$ cat src/hw/bors_pkg.sv
// brown-out reset sequencer: shared constants, types and register map
// assumes a single 100 MHz clock domain and an AXI4-Lite register bus
package bors_pkg;

  // ==========================================
  // timing
  localparam int CLK_PERIOD_NS = 10;
  localparam int CYCLES_PER_US = 1000 / CLK_PERIOD_NS;
  localparam int FALLBACK_US = 100; // crystal fallback delay
  localparam int FALLBACK_CYCLES = FALLBACK_US * CYCLES_PER_US;
  localparam int OST_CYCLES = 1024; // oscillator start-up count

  // ==========================================
  // register byte offsets
  localparam logic [7:0] ADDR_CAUSE = 8'h00;
  localparam logic [7:0] ADDR_OSC = 8'h04;
  localparam logic [7:0] ADDR_POWER_UP_TIMER = 8'h08;
  localparam logic [7:0] ADDR_IRQ_STAT = 8'h0C;
  localparam logic [7:0] ADDR_IRQ_MASK = 8'h10;

  // ==========================================
  // field positions and reset values
  localparam int CAUSE_BOR_BIT = 1;
  localparam int OSC_SRC_LSB = 0; // bits 2:0 current source
  localparam int OSC_PMODE_LSB = 3; // bits 4:3 primary mode
  localparam int OSC_LOCK_BIT = 5;
  localparam int OSC_CLKEN_BIT = 6;
  localparam int OSC_SLEEP_BIT = 8;
  localparam int OSC_IDLE_BIT = 9;
  localparam int IRQ_BOR_BIT = 0;
  localparam int IRQ_DONE_BIT = 1;
  localparam logic [15:0] POWER_UP_TIMER_RESET = 16'h0000;
  localparam logic [1:0] IRQ_RESET = 2'h0;

  // ==========================================
  // clock source encodings
  localparam logic [2:0] OSC_FRC_PLL = 3'h1;
  localparam logic [2:0] OSC_PRI = 3'h2;
  localparam logic [2:0] OSC_PRI_PLL = 3'h3;
  localparam logic [1:0] PMODE_EC = 2'h0;
  localparam logic [1:0] PMODE_XT = 2'h1;
  localparam logic [1:0] PMODE_HS = 2'h2;
  localparam logic [1:0] PMODE_OFF = 2'h3;

  // ==========================================
  // bus responses
  localparam logic [1:0] RESP_OKAY = 2'h0;
  localparam logic [1:0] RESP_SLVERR = 2'h2;

  // ==========================================
  // types
  typedef struct packed {
    logic [2:0] osc_select_cfg;
    logic [1:0] primary_osc_mode_cfg;
  } bors_cfg_t;

  typedef enum logic [1:0] {
    ST_RUN = 2'b00,
    ST_HOLD = 2'b01,
    ST_WAIT = 2'b10
  } bors_state_t;

endpackage

$ cat src/hw/bors_sync.sv
// two-flop level synchroniser, one bit per lane
// assumes inputs are asynchronous levels
`timescale 1ns/1ps
module bors_sync #(
  parameter int WIDTH = 2
) (
  input wire logic clk,
  input wire logic reset,
  input wire logic [WIDTH-1:0] async_in,
  output logic [WIDTH-1:0] sync_out
);

  logic [WIDTH-1:0] meta_reg;

  // first stage feeds only the second
  always_ff @(posedge clk)
  begin
    if (reset)
    begin
      meta_reg <= '0;
      sync_out <= '0;
    end
    else
    begin
      meta_reg <= async_in;
      sync_out <= meta_reg;
    end
  end

endmodule

$ cat src/hw/bors_timer.sv
// down-counting delay timer, restarted by a start pulse
// assumes start is a one-cycle pulse on clk
`timescale 1ns/1ps
module bors_timer #(
  parameter int WIDTH = 32
) (
  input wire logic clk,
  input wire logic reset,
  input wire logic start,
  input wire logic [WIDTH-1:0] load,
  output logic busy,
  output logic done
);

  logic [WIDTH-1:0] count_reg;

  // count down; done stays high until the next start
  always_ff @(posedge clk)
  begin
    if (reset)
    begin
      count_reg <= '0;
      busy <= 1'b0;
      done <= 1'b0;
    end
    else if (start)
    begin
      count_reg <= load;
      busy <= 1'b1;
      done <= 1'b0;
    end
    else if (busy)
    begin
      if (count_reg == '0)
      begin
        busy <= 1'b0;
        done <= 1'b1;
      end
      else
        count_reg <= count_reg - 1'b1;
    end
  end

endmodule

$ cat src/hw/bors_top.sv
// brown-out reset sequencer with AXI4-Lite registers
// assumes brownout_detect and pll_lock are asynchronous levels and the
// configuration fields are static levels on clk
//
// Function
// - a brown-out indication puts the whole device into reset
// - after brown-out, clock source follows oscillator select and primary mode
// - oscillator modes start the oscillator start-up timer on recovery
// - system clock stays gated until the start-up timer expires
// - with the PLL in use, clock stays gated until PLL lock reads one
// - power-up delay runs alongside; internal reset holds until it ends
// - zero power-up delay with a crystal uses the fallback delay instead
// - brown-out sets bit 1 of the reset cause register
// - brown-out detection and reset stay active in sleep and idle
//
// Our own choices: the AXI4-Lite interface to the registers and the address map.
`timescale 1ns/1ps
module bors_top #(
  parameter int ADDR_W = 8,
  parameter int OST_CYCLES = bors_pkg::OST_CYCLES,
  parameter int FALLBACK_CYCLES = bors_pkg::FALLBACK_CYCLES
) (
  input wire logic clk,
  input wire logic reset,
  input wire logic brownout_detect,
  input wire logic pll_lock,
  input wire logic sleep_mode,
  input wire logic idle_mode,
  input wire bors_pkg::bors_cfg_t cfg_in,
  output logic device_reset,
  output logic sys_clk_en,
  output logic irq,
  input wire logic [ADDR_W-1:0] s_axi_awaddr,
  input wire logic s_axi_awvalid,
  output logic s_axi_awready,
  input wire logic [31:0] s_axi_wdata,
  input wire logic [3:0] s_axi_wstrb,
  input wire logic s_axi_wvalid,
  output logic s_axi_wready,
  output logic [1:0] s_axi_bresp,
  output logic s_axi_bvalid,
  input wire logic s_axi_bready,
  input wire logic [ADDR_W-1:0] s_axi_araddr,
  input wire logic s_axi_arvalid,
  output logic s_axi_arready,
  output logic [31:0] s_axi_rdata,
  output logic [1:0] s_axi_rresp,
  output logic s_axi_rvalid,
  input wire logic s_axi_rready
);

  // ==========================================
  // decoding helpers
  function automatic logic is_osc(input bors_pkg::bors_cfg_t c);
    is_osc = (c.osc_select_cfg == bors_pkg::OSC_PRI ||
              c.osc_select_cfg == bors_pkg::OSC_PRI_PLL) &&
             c.primary_osc_mode_cfg != bors_pkg::PMODE_OFF;
  endfunction

  function automatic logic uses_pll(input bors_pkg::bors_cfg_t c);
    uses_pll = c.osc_select_cfg == bors_pkg::OSC_FRC_PLL ||
               c.osc_select_cfg == bors_pkg::OSC_PRI_PLL;
  endfunction

  function automatic logic is_crystal(input bors_pkg::bors_cfg_t c);
    is_crystal = is_osc(c) &&
                 (c.primary_osc_mode_cfg == bors_pkg::PMODE_XT ||
                  c.primary_osc_mode_cfg == bors_pkg::PMODE_HS);
  endfunction

  function automatic logic [31:0] lane_mask(input logic [3:0] strb);
    lane_mask = {{8{strb[3]}}, {8{strb[2]}}, {8{strb[1]}}, {8{strb[0]}}};
  endfunction

  // ==========================================
  // synchronised inputs
  logic bo_s;
  logic lock_s;

  bors_sync #(
    .WIDTH(2)
  ) u_sync (
    .clk(clk),
    .reset(reset),
    .async_in({brownout_detect, pll_lock}),
    .sync_out({bo_s, lock_s})
  );

  // ==========================================
  // sequencer state
  bors_pkg::bors_state_t state_reg;
  bors_pkg::bors_state_t state_next;
  bors_pkg::bors_cfg_t src_reg;
  logic osc_mode_reg;
  logic pll_used_reg;
  logic bo_prev_reg;
  logic [15:0] power_up_timer_reg;
  logic seq_start;
  logic use_fallback;
  logic [31:0] delay_load;
  logic ost_busy;
  logic ost_done;
  logic dly_busy;
  logic dly_done;
  logic clk_ok;
  logic release_now;
  logic bor_rise;
  logic done_event;

  // restart only once the indication is gone
  assign seq_start = state_reg == bors_pkg::ST_HOLD && !bo_s;
  assign use_fallback = power_up_timer_reg == 16'h0000 && is_crystal(cfg_in);
  // fallback replaces the power-up delay entirely
  assign delay_load = use_fallback ? 32'(FALLBACK_CYCLES) :
                      32'(power_up_timer_reg) * 32'(bors_pkg::CYCLES_PER_US);
  // clock held for start-up timer and PLL lock
  assign clk_ok = (!osc_mode_reg || ost_done) &&
                  (!pll_used_reg || lock_s);
  assign release_now = clk_ok && dly_done;
  assign bor_rise = bo_s && !bo_prev_reg;
  assign done_event = state_reg == bors_pkg::ST_WAIT &&
                      state_next == bors_pkg::ST_RUN;

  // oscillator start-up timer, only for oscillator modes
  bors_timer #(
    .WIDTH(32)
  ) u_ost (
    .clk(clk),
    .reset(reset),
    .start(seq_start && is_osc(cfg_in)),
    .load(32'(OST_CYCLES)),
    .busy(ost_busy),
    .done(ost_done)
  );

  // power-up or fallback delay, concurrent with clock start-up
  bors_timer #(
    .WIDTH(32)
  ) u_delay (
    .clk(clk),
    .reset(reset),
    .start(seq_start),
    .load(delay_load),
    .busy(dly_busy),
    .done(dly_done)
  );

  // next state; brown-out wins in every state, sleep and idle included
  always_comb
  begin
    state_next = state_reg;
    case (state_reg)
      bors_pkg::ST_RUN:
        if (bo_s)
          state_next = bors_pkg::ST_HOLD;
      bors_pkg::ST_HOLD:
        if (!bo_s)
          state_next = bors_pkg::ST_WAIT;
      bors_pkg::ST_WAIT:
        if (bo_s)
          state_next = bors_pkg::ST_HOLD;
        else if (release_now)
          state_next = bors_pkg::ST_RUN;
      default:
        state_next = bors_pkg::ST_HOLD;
    endcase
  end

  // state, reset and clock gate outputs
  always_ff @(posedge clk)
  begin
    if (reset)
    begin
      state_reg <= bors_pkg::ST_HOLD;
      device_reset <= 1'b1;
      sys_clk_en <= 1'b0;
      bo_prev_reg <= 1'b0;
    end
    else
    begin
      state_reg <= state_next;
      device_reset <= state_next != bors_pkg::ST_RUN;
      sys_clk_en <= state_next == bors_pkg::ST_RUN ||
                    (state_next == bors_pkg::ST_WAIT && !seq_start &&
                     clk_ok);
      bo_prev_reg <= bo_s;
    end
  end

  // latch the clock source chosen for this recovery
  always_ff @(posedge clk)
  begin
    if (reset)
    begin
      src_reg <= '0;
      osc_mode_reg <= 1'b0;
      pll_used_reg <= 1'b0;
    end
    else if (seq_start)
    begin
      src_reg <= cfg_in;
      osc_mode_reg <= is_osc(cfg_in);
      pll_used_reg <= uses_pll(cfg_in);
    end
  end

  // ==========================================
  // bus slave
  logic aw_hold_reg;
  logic w_hold_reg;
  logic [ADDR_W-1:0] awaddr_reg;
  logic [31:0] wdata_reg;
  logic [3:0] wstrb_reg;
  logic do_write;
  logic [31:0] wmask;
  logic [31:0] wbits;
  logic wr_cause;
  logic wr_power_up_timer;
  logic wr_stat;
  logic wr_mask;
  logic wr_known;
  logic cause_bor_reg;
  logic [1:0] irq_stat_reg;
  logic [1:0] irq_mask_reg;
  logic [31:0] rd_word;
  logic rd_known;

  assign s_axi_awready = !aw_hold_reg && !s_axi_bvalid;
  assign s_axi_wready = !w_hold_reg && !s_axi_bvalid;
  assign s_axi_arready = !s_axi_rvalid;
  assign do_write = aw_hold_reg && w_hold_reg && !s_axi_bvalid;
  assign wmask = lane_mask(wstrb_reg);
  assign wbits = wdata_reg & wmask;

  // write address decode
  always_comb
  begin
    wr_cause = 1'b0;
    wr_power_up_timer = 1'b0;
    wr_stat = 1'b0;
    wr_mask = 1'b0;
    wr_known = 1'b1;
    if (awaddr_reg == ADDR_W'(bors_pkg::ADDR_CAUSE))
      wr_cause = do_write;
    else if (awaddr_reg == ADDR_W'(bors_pkg::ADDR_POWER_UP_TIMER))
      wr_power_up_timer = do_write;
    else if (awaddr_reg == ADDR_W'(bors_pkg::ADDR_IRQ_STAT))
      wr_stat = do_write;
    else if (awaddr_reg == ADDR_W'(bors_pkg::ADDR_IRQ_MASK))
      wr_mask = do_write;
    else if (awaddr_reg != ADDR_W'(bors_pkg::ADDR_OSC))
      wr_known = 1'b0;
  end

  // write channels taken in either order, answered when both held
  always_ff @(posedge clk)
  begin
    if (reset)
    begin
      aw_hold_reg <= 1'b0;
      w_hold_reg <= 1'b0;
      awaddr_reg <= '0;
      wdata_reg <= '0;
      wstrb_reg <= '0;
      s_axi_bvalid <= 1'b0;
      s_axi_bresp <= bors_pkg::RESP_OKAY;
    end
    else
    begin
      if (s_axi_awvalid && s_axi_awready)
      begin
        aw_hold_reg <= 1'b1;
        awaddr_reg <= s_axi_awaddr;
      end
      if (s_axi_wvalid && s_axi_wready)
      begin
        w_hold_reg <= 1'b1;
        wdata_reg <= s_axi_wdata;
        wstrb_reg <= s_axi_wstrb;
      end
      if (do_write)
      begin
        aw_hold_reg <= 1'b0;
        w_hold_reg <= 1'b0;
        s_axi_bvalid <= 1'b1;
        s_axi_bresp <= wr_known ? bors_pkg::RESP_OKAY :
                       bors_pkg::RESP_SLVERR;
      end
      else if (s_axi_bvalid && s_axi_bready)
        s_axi_bvalid <= 1'b0;
    end
  end

  // writable control registers
  always_ff @(posedge clk)
  begin
    if (reset)
    begin
      power_up_timer_reg <= bors_pkg::POWER_UP_TIMER_RESET;
      irq_mask_reg <= bors_pkg::IRQ_RESET;
    end
    else
    begin
      if (wr_power_up_timer)
        power_up_timer_reg <= (power_up_timer_reg & ~wmask[15:0]) | wbits[15:0];
      if (wr_mask)
        irq_mask_reg <= (irq_mask_reg & ~wmask[1:0]) | wbits[1:0];
    end
  end

  // sticky flags: set beats a write-one clear
  always_ff @(posedge clk)
  begin
    if (reset)
    begin
      cause_bor_reg <= 1'b0;
      irq_stat_reg <= bors_pkg::IRQ_RESET;
    end
    else
    begin
      cause_bor_reg <= (cause_bor_reg &
                        !(wr_cause && wbits[bors_pkg::CAUSE_BOR_BIT])) |
                       bor_rise;
      irq_stat_reg <= (irq_stat_reg & ~(wr_stat ? wbits[1:0] : 2'h0)) |
                      {done_event, bor_rise};
    end
  end

  assign irq = |(irq_stat_reg & irq_mask_reg);

  // read address decode
  always_comb
  begin
    rd_word = 32'h00000000;
    rd_known = 1'b1;
    if (s_axi_araddr == ADDR_W'(bors_pkg::ADDR_CAUSE))
      rd_word[bors_pkg::CAUSE_BOR_BIT] = cause_bor_reg;
    else if (s_axi_araddr == ADDR_W'(bors_pkg::ADDR_OSC))
    begin
      rd_word[bors_pkg::OSC_SRC_LSB +: 3] = src_reg.osc_select_cfg;
      rd_word[bors_pkg::OSC_PMODE_LSB +: 2] = src_reg.primary_osc_mode_cfg;
      rd_word[bors_pkg::OSC_LOCK_BIT] = lock_s;
      rd_word[bors_pkg::OSC_CLKEN_BIT] = sys_clk_en;
      rd_word[bors_pkg::OSC_SLEEP_BIT] = sleep_mode;
      rd_word[bors_pkg::OSC_IDLE_BIT] = idle_mode;
    end
    else if (s_axi_araddr == ADDR_W'(bors_pkg::ADDR_POWER_UP_TIMER))
      rd_word[15:0] = power_up_timer_reg;
    else if (s_axi_araddr == ADDR_W'(bors_pkg::ADDR_IRQ_STAT))
      rd_word[1:0] = irq_stat_reg;
    else if (s_axi_araddr == ADDR_W'(bors_pkg::ADDR_IRQ_MASK))
      rd_word[1:0] = irq_mask_reg;
    else
      rd_known = 1'b0;
  end

  // read answer one cycle after the address is taken
  always_ff @(posedge clk)
  begin
    if (reset)
    begin
      s_axi_rvalid <= 1'b0;
      s_axi_rdata <= 32'h00000000;
      s_axi_rresp <= bors_pkg::RESP_OKAY;
    end
    else if (s_axi_arvalid && s_axi_arready)
    begin
      s_axi_rvalid <= 1'b1;
      s_axi_rdata <= rd_word;
      s_axi_rresp <= rd_known ? bors_pkg::RESP_OKAY : bors_pkg::RESP_SLVERR;
    end
    else if (s_axi_rvalid && s_axi_rready)
      s_axi_rvalid <= 1'b0;
  end
endmodule

$ cat config.mk
export PLATFORM = sky130hd
export DESIGN_NAME = bors_top
export DESIGN_NICKNAME = d
export VERILOG_FILES = /design/src/hw/bors_pkg.sv /design/src/hw/bors_sync.sv /design/src/hw/bors_timer.sv /design/src/hw/bors_top.sv
export SDC_FILE = /design/constraint.sdc
export NUM_CORES = 1
export LEC_CHECK = 0
export ABC_AREA = 1
export ABC_CLOCK_PERIOD_IN_PS = 4200
export BUFFER_PORTS_ARGS = -buffer_cell sky130_fd_sc_hd__buf_2
export CELL_PAD_IN_SITES_DETAIL_PLACEMENT = 2
export CELL_PAD_IN_SITES_GLOBAL_PLACEMENT = 2
export CORE_MARGIN = 5
export CORE_UTILIZATION = 33
export CTS_CLUSTER_DIAMETER = 30
export DETAILED_ROUTE_END_ITERATION = 16
export PLACE_DENSITY_LB_ADDON = 0.1
export SLEW_MARGIN = 20
export SYNTH_ARGS = -nofsm -noshare
export SYNTH_HDL_FRONTEND = slang
export SYNTH_SLANG_ARGS = --single-unit
export TNS_END_PERCENT = 50
$ cat constraint.sdc
create_clock -name clk -period 4.2 [get_ports clk]
set_clock_uncertainty 0.2 [all_clocks]
set_input_delay 0.63 -clock clk [delete_from_list [all_inputs] [get_ports clk]]
set_output_delay 0.63 -clock clk [all_outputs]
set_load 0.005 [all_outputs]
==> impl_metrics.xml <==
<?xml version="1.0" encoding="UTF-8"?>
<metrics>
  <group name="status">
    <metric name="outcome" unit="">finished clean</metric>
  </group>
  <group name="global_routing">
    <metric name="grt_util_all_layers" unit="%">18.9</metric>
    <metric name="grt_max_degree" unit="">55</metric>
    <metric name="first_global_vias" unit="">10300</metric>
    <metric name="first_pass_grt_wire_length" unit="um">51300</metric>
    <metric name="grt_remaining_overflow" unit="">0</metric>
    <metric name="grt_antenna_before_repair" unit="">0</metric>
  </group>
  <group name="yosys">
    <metric name="yosysMostFrequentCell" unit="">nand2_1</metric>
    <metric name="synth_seq_area_share" unit="%">31.3</metric>
    <metric name="netlist.top_cell.by_area" unit="">dfxtp_1</metric>
    <metric name="synth_top_cells_by_count" unit="">nand2_1, nor2_1, inv_1</metric>
    <metric name="netlist.area_leader.share" unit="%">31.3</metric>
    <metric name="yosys.cell_types.count" unit="">44</metric>
    <metric name="synthesis.area" unit="mm2">0.00980</metric>
    <metric name="yosys_warnings" unit="">0</metric>
    <metric name="synth_ff_type" unit="">dfxtp_1</metric>
    <metric name="async_reset_ff_share" unit="%">0</metric>
    <metric name="synth_enable_flop_cells" unit="">0</metric>
    <metric name="synth_seq_cells" unit="">153</metric>
    <metric name="synthCells" unit="">1484</metric>
    <metric name="synthTopCellsByArea" unit="">dfxtp_1, nand2_1, nor2_1, ha_1, inv_1</metric>
    <metric name="synthesis.area_per_instance" unit="um2">6.60</metric>
  </group>
  <group name="clocking">
    <metric name="clk-insertion-delay-late" unit="ps">450</metric>
    <metric name="clk_path_buf_depth" unit="">2</metric>
    <metric name="cts_htree_levels" unit="">4</metric>
    <metric name="post_cts_resized" unit="">0</metric>
    <metric name="clock-sinks" unit="">153</metric>
    <metric name="tritoncts_buffers" unit="">17</metric>
    <metric name="cts_root_buf" unit="">clkbuf_16</metric>
    <metric name="post_cts.repair.setup_buffers" unit="">0</metric>
    <metric name="clk_pin_slew" unit="ps">80</metric>
    <metric name="cts_tree" unit="">yes</metric>
    <metric name="post_cts_hold_buffer_count" unit="">0</metric>
  </group>
  <group name="routing">
    <metric name="dr.first_iter.drc_count" unit="">243</metric>
    <metric name="vias_per_cell" unit="">4.84</metric>
    <metric name="dr.pass1.iters" unit="">4</metric>
    <metric name="number_of_remaining_drc_errors" unit="">0</metric>
    <metric name="postRouteWirelength" unit="um">30900</metric>
    <metric name="routed-via-count" unit="">9418</metric>
    <metric name="wire_per_inst" unit="um">15.9</metric>
    <metric name="drt.antenna.violating_nets" unit="">0</metric>
  </group>
  <group name="setup_path">
    <metric name="r2r_slack" unit="ps">850</metric>
    <metric name="critical_path.startpoint_type" unit="">flip-flop</metric>
    <metric name="cp-end-kind" unit="">flip-flop</metric>
    <metric name="cp_data_arrival_time" unit="ps">3530</metric>
    <metric name="worst-r2r-cell-count" unit="">16</metric>
    <metric name="critPathKind" unit="">flip-flop to flip-flop</metric>
    <metric name="crit_required" unit="ps">4380</metric>
    <metric name="reg2reg_to" unit="">u_delay.count_reg[21]</metric>
    <metric name="crit_path_max_fanout" unit="">5</metric>
  </group>
  <group name="power">
    <metric name="total_power" unit="mW">6.03</metric>
    <metric name="power.static_leakage" unit="nW">5.47</metric>
    <metric name="p_clk_share" unit="%">26.2</metric>
    <metric name="portion_of_total_power_attributed_to_combinational_logic" unit="%">44.7</metric>
    <metric name="vdd_drop_max" unit="V">0.000281</metric>
    <metric name="sequential_power_share" unit="%">29.1</metric>
    <metric name="power.density" unit="mW/mm2">549</metric>
    <metric name="power.switching_fraction" unit="%">43.2</metric>
    <metric name="total_switching_power" unit="mW">2.60</metric>
    <metric name="internal-power" unit="mW">3.42</metric>
  </group>
  <group name="sta">
    <metric name="worst_pin_slew" unit="ps">764</metric>
    <metric name="setup_repair_after_global_routing_missed_its_margin" unit="">false</metric>
    <metric name="hold_viol" unit="">0</metric>
    <metric name="report.final.slew_viol_count" unit="">0</metric>
    <metric name="post-route-min-period" unit="ps">3350</metric>
    <metric name="totalNegativeSetupSlack" unit="ps">0</metric>
    <metric name="max-slew-margin-rel" unit="%">49.0</metric>
    <metric name="endpoints_failing_setup" unit="">0</metric>
    <metric name="final.period_utilization" unit="%">79.8</metric>
    <metric name="fmax" unit="GHz">0.299</metric>
  </group>
  <group name="die">
    <metric name="dieArea" unit="mm2">0.0332</metric>
    <metric name="std_cell_rows" unit="">63</metric>
    <metric name="core" unit="mm2">0.0295</metric>
    <metric name="design.portCount" unit="">112</metric>
    <metric name="die_w" unit="um">182</metric>
    <metric name="die_height" unit="um">182</metric>
    <metric name="initial_core_util" unit="%">33.2</metric>
  </group>
  <group name="place">
    <metric name="buffer_ports.inserted" unit="">75</metric>
    <metric name="gp_congestion" unit="">0.778</metric>
    <metric name="dpl.hpwl" unit="um">24200</metric>
  </group>
  <group name="cells_and_area">
    <metric name="antenna_cells" unit="">0</metric>
    <metric name="post_route_cells_drive_above_1_share" unit="%">9.25</metric>
    <metric name="finalNetCount" unit="">1685</metric>
    <metric name="synthToLayoutAreaGrowth" unit="%">12.0</metric>
  </group>
  <group name="min_path">
    <metric name="worst_hold_startpoint" unit="">pll_lock</metric>
    <metric name="min_delay_worst_endpoint" unit="">u_sync.meta_reg[0]</metric>
    <metric name="hold_path.class" unit="">primary input to flip-flop</metric>
    <metric name="min_path_cells" unit="">3</metric>
  </group>
  <group name="job">
    <metric name="timing.max_cap.violations" unit="">0</metric>
  </group>
</metrics>
-- worst max-delay path by stage --
stage / from / to
floorplan: flip-flop / u_delay.count_reg[11]
global placement: flip-flop / u_delay.count_reg[22]
detailed placement: flip-flop / u_delay.count_reg[21]
CTS: flip-flop / u_delay.count_reg[21]
global route: flip-flop / u_delay.count_reg[22]
finish: flip-flop / u_delay.count_reg[21]
-- cell families (layout without fill, tap and decap cells) --
| logic type | after synthesis | count (layout) | share of synthesized area [%] |
|---|---|---|---|
| adders and majority gates | 74 | 74 | 10.3 |
| buffers and inverters | 250 | 305 | 11.3 |
| xor gates and xnor gates | 32 | 32 | 2.86 |
| AOI/OAI and AO/OA | 201 | 201 | 11.0 |
| DFF | 153 | 153 | 31.3 |
| other | 1 | 18 | 0.0383 |
| and+or+nand+nor | 773 | 773 | 33.2 |
-- worst max-delay path: stages, from the launching register on --
cell and delay (ps):
dfxtp_1 450, inv_1 90, ha_1 310, ha_1 280, inv_1 50, fa_1 500, inv_1 40, ha_1 350
nand2_1 130, inv_1 50, a21oi_1 180, nand2_1 140, nand2_1 110, nand2_1 50, nand2_1 50, nand3_1 120
a21oi_1 180
-- per-layer routing --
metal | track usage, % | up-vias | routed length (um)
met5 | 0 | - | 0
met1 | 23.0 | 4550 | 14000
met4 | 3.54 | 0 | 298
li1 | - | 4769 | -
met2 | 35.2 | 80 | 16000
met3 | 3.03 | 19 | 594
-- area by class of cell --
class / instances / area [um2]
sequential: 153 / 3060
clock inverter: 14 / 153
fill: 3674 / 18500
tap: 390 / 488
multi-input combinational: 1098 / 5690
timing repair buffer: 81 / 420
inverter: 192 / 721
clock buffer: 18 / 429
-- through the flow --
| step | hold slack (ps) | utilization (%) | cells | setup slack (ps) | area [um2] |
|---|---|---|---|---|---|
| global route | 187 | 37.2 | 1946 | 533 | 11000 |
| global placement | 192 | 35.2 | 1914 | 875 | 10400 |
| finish | 196 | 37.2 | 1946 | 850 | 11000 |
| detailed placement | 203 | 35.2 | 1914 | 806 | 10400 |
| floorplan | 188 | - | 1501 | 1200 | 9860 |
| CTS | 185 | 37.2 | 1946 | 786 | 11000 |
-- power by group through the flow --
stage          Combinational [mW]  Sequential, mW  Clock, mW
3_3_place_gp                 2.62            1.78          0
2_1_floorplan                2.12            1.73          0
5_1_grt                      3.06            1.78       1.67
4_1_cts                      2.75            1.75       1.62
3_5_place_dp                 2.70            1.78          0
6_report                     2.69            1.75       1.58
-- cells in the final DEF, fill, tap and decap left out, drive strengths merged --
cell and n:
nand2 376, nor2 261, inv 199, dfxtp 153
a21oi 103, nand3 92, buf 81, o21ai 78
ha 63, conb 18, clkbuf 18, nand4 17
xnor2 17, xor2 15, nor3 12, fa 11
nand3b 7, o22ai 6, and2 5, a31oi 5
clkinv 4, o31ai 3, or2 2, o21bai 2
clkinvlp 2, a22o 1, nor3b 1, o21a 1
a21o 1, o211ai 1, bufinv 1
Note: power is estimated with default switching activity, not from simulation.
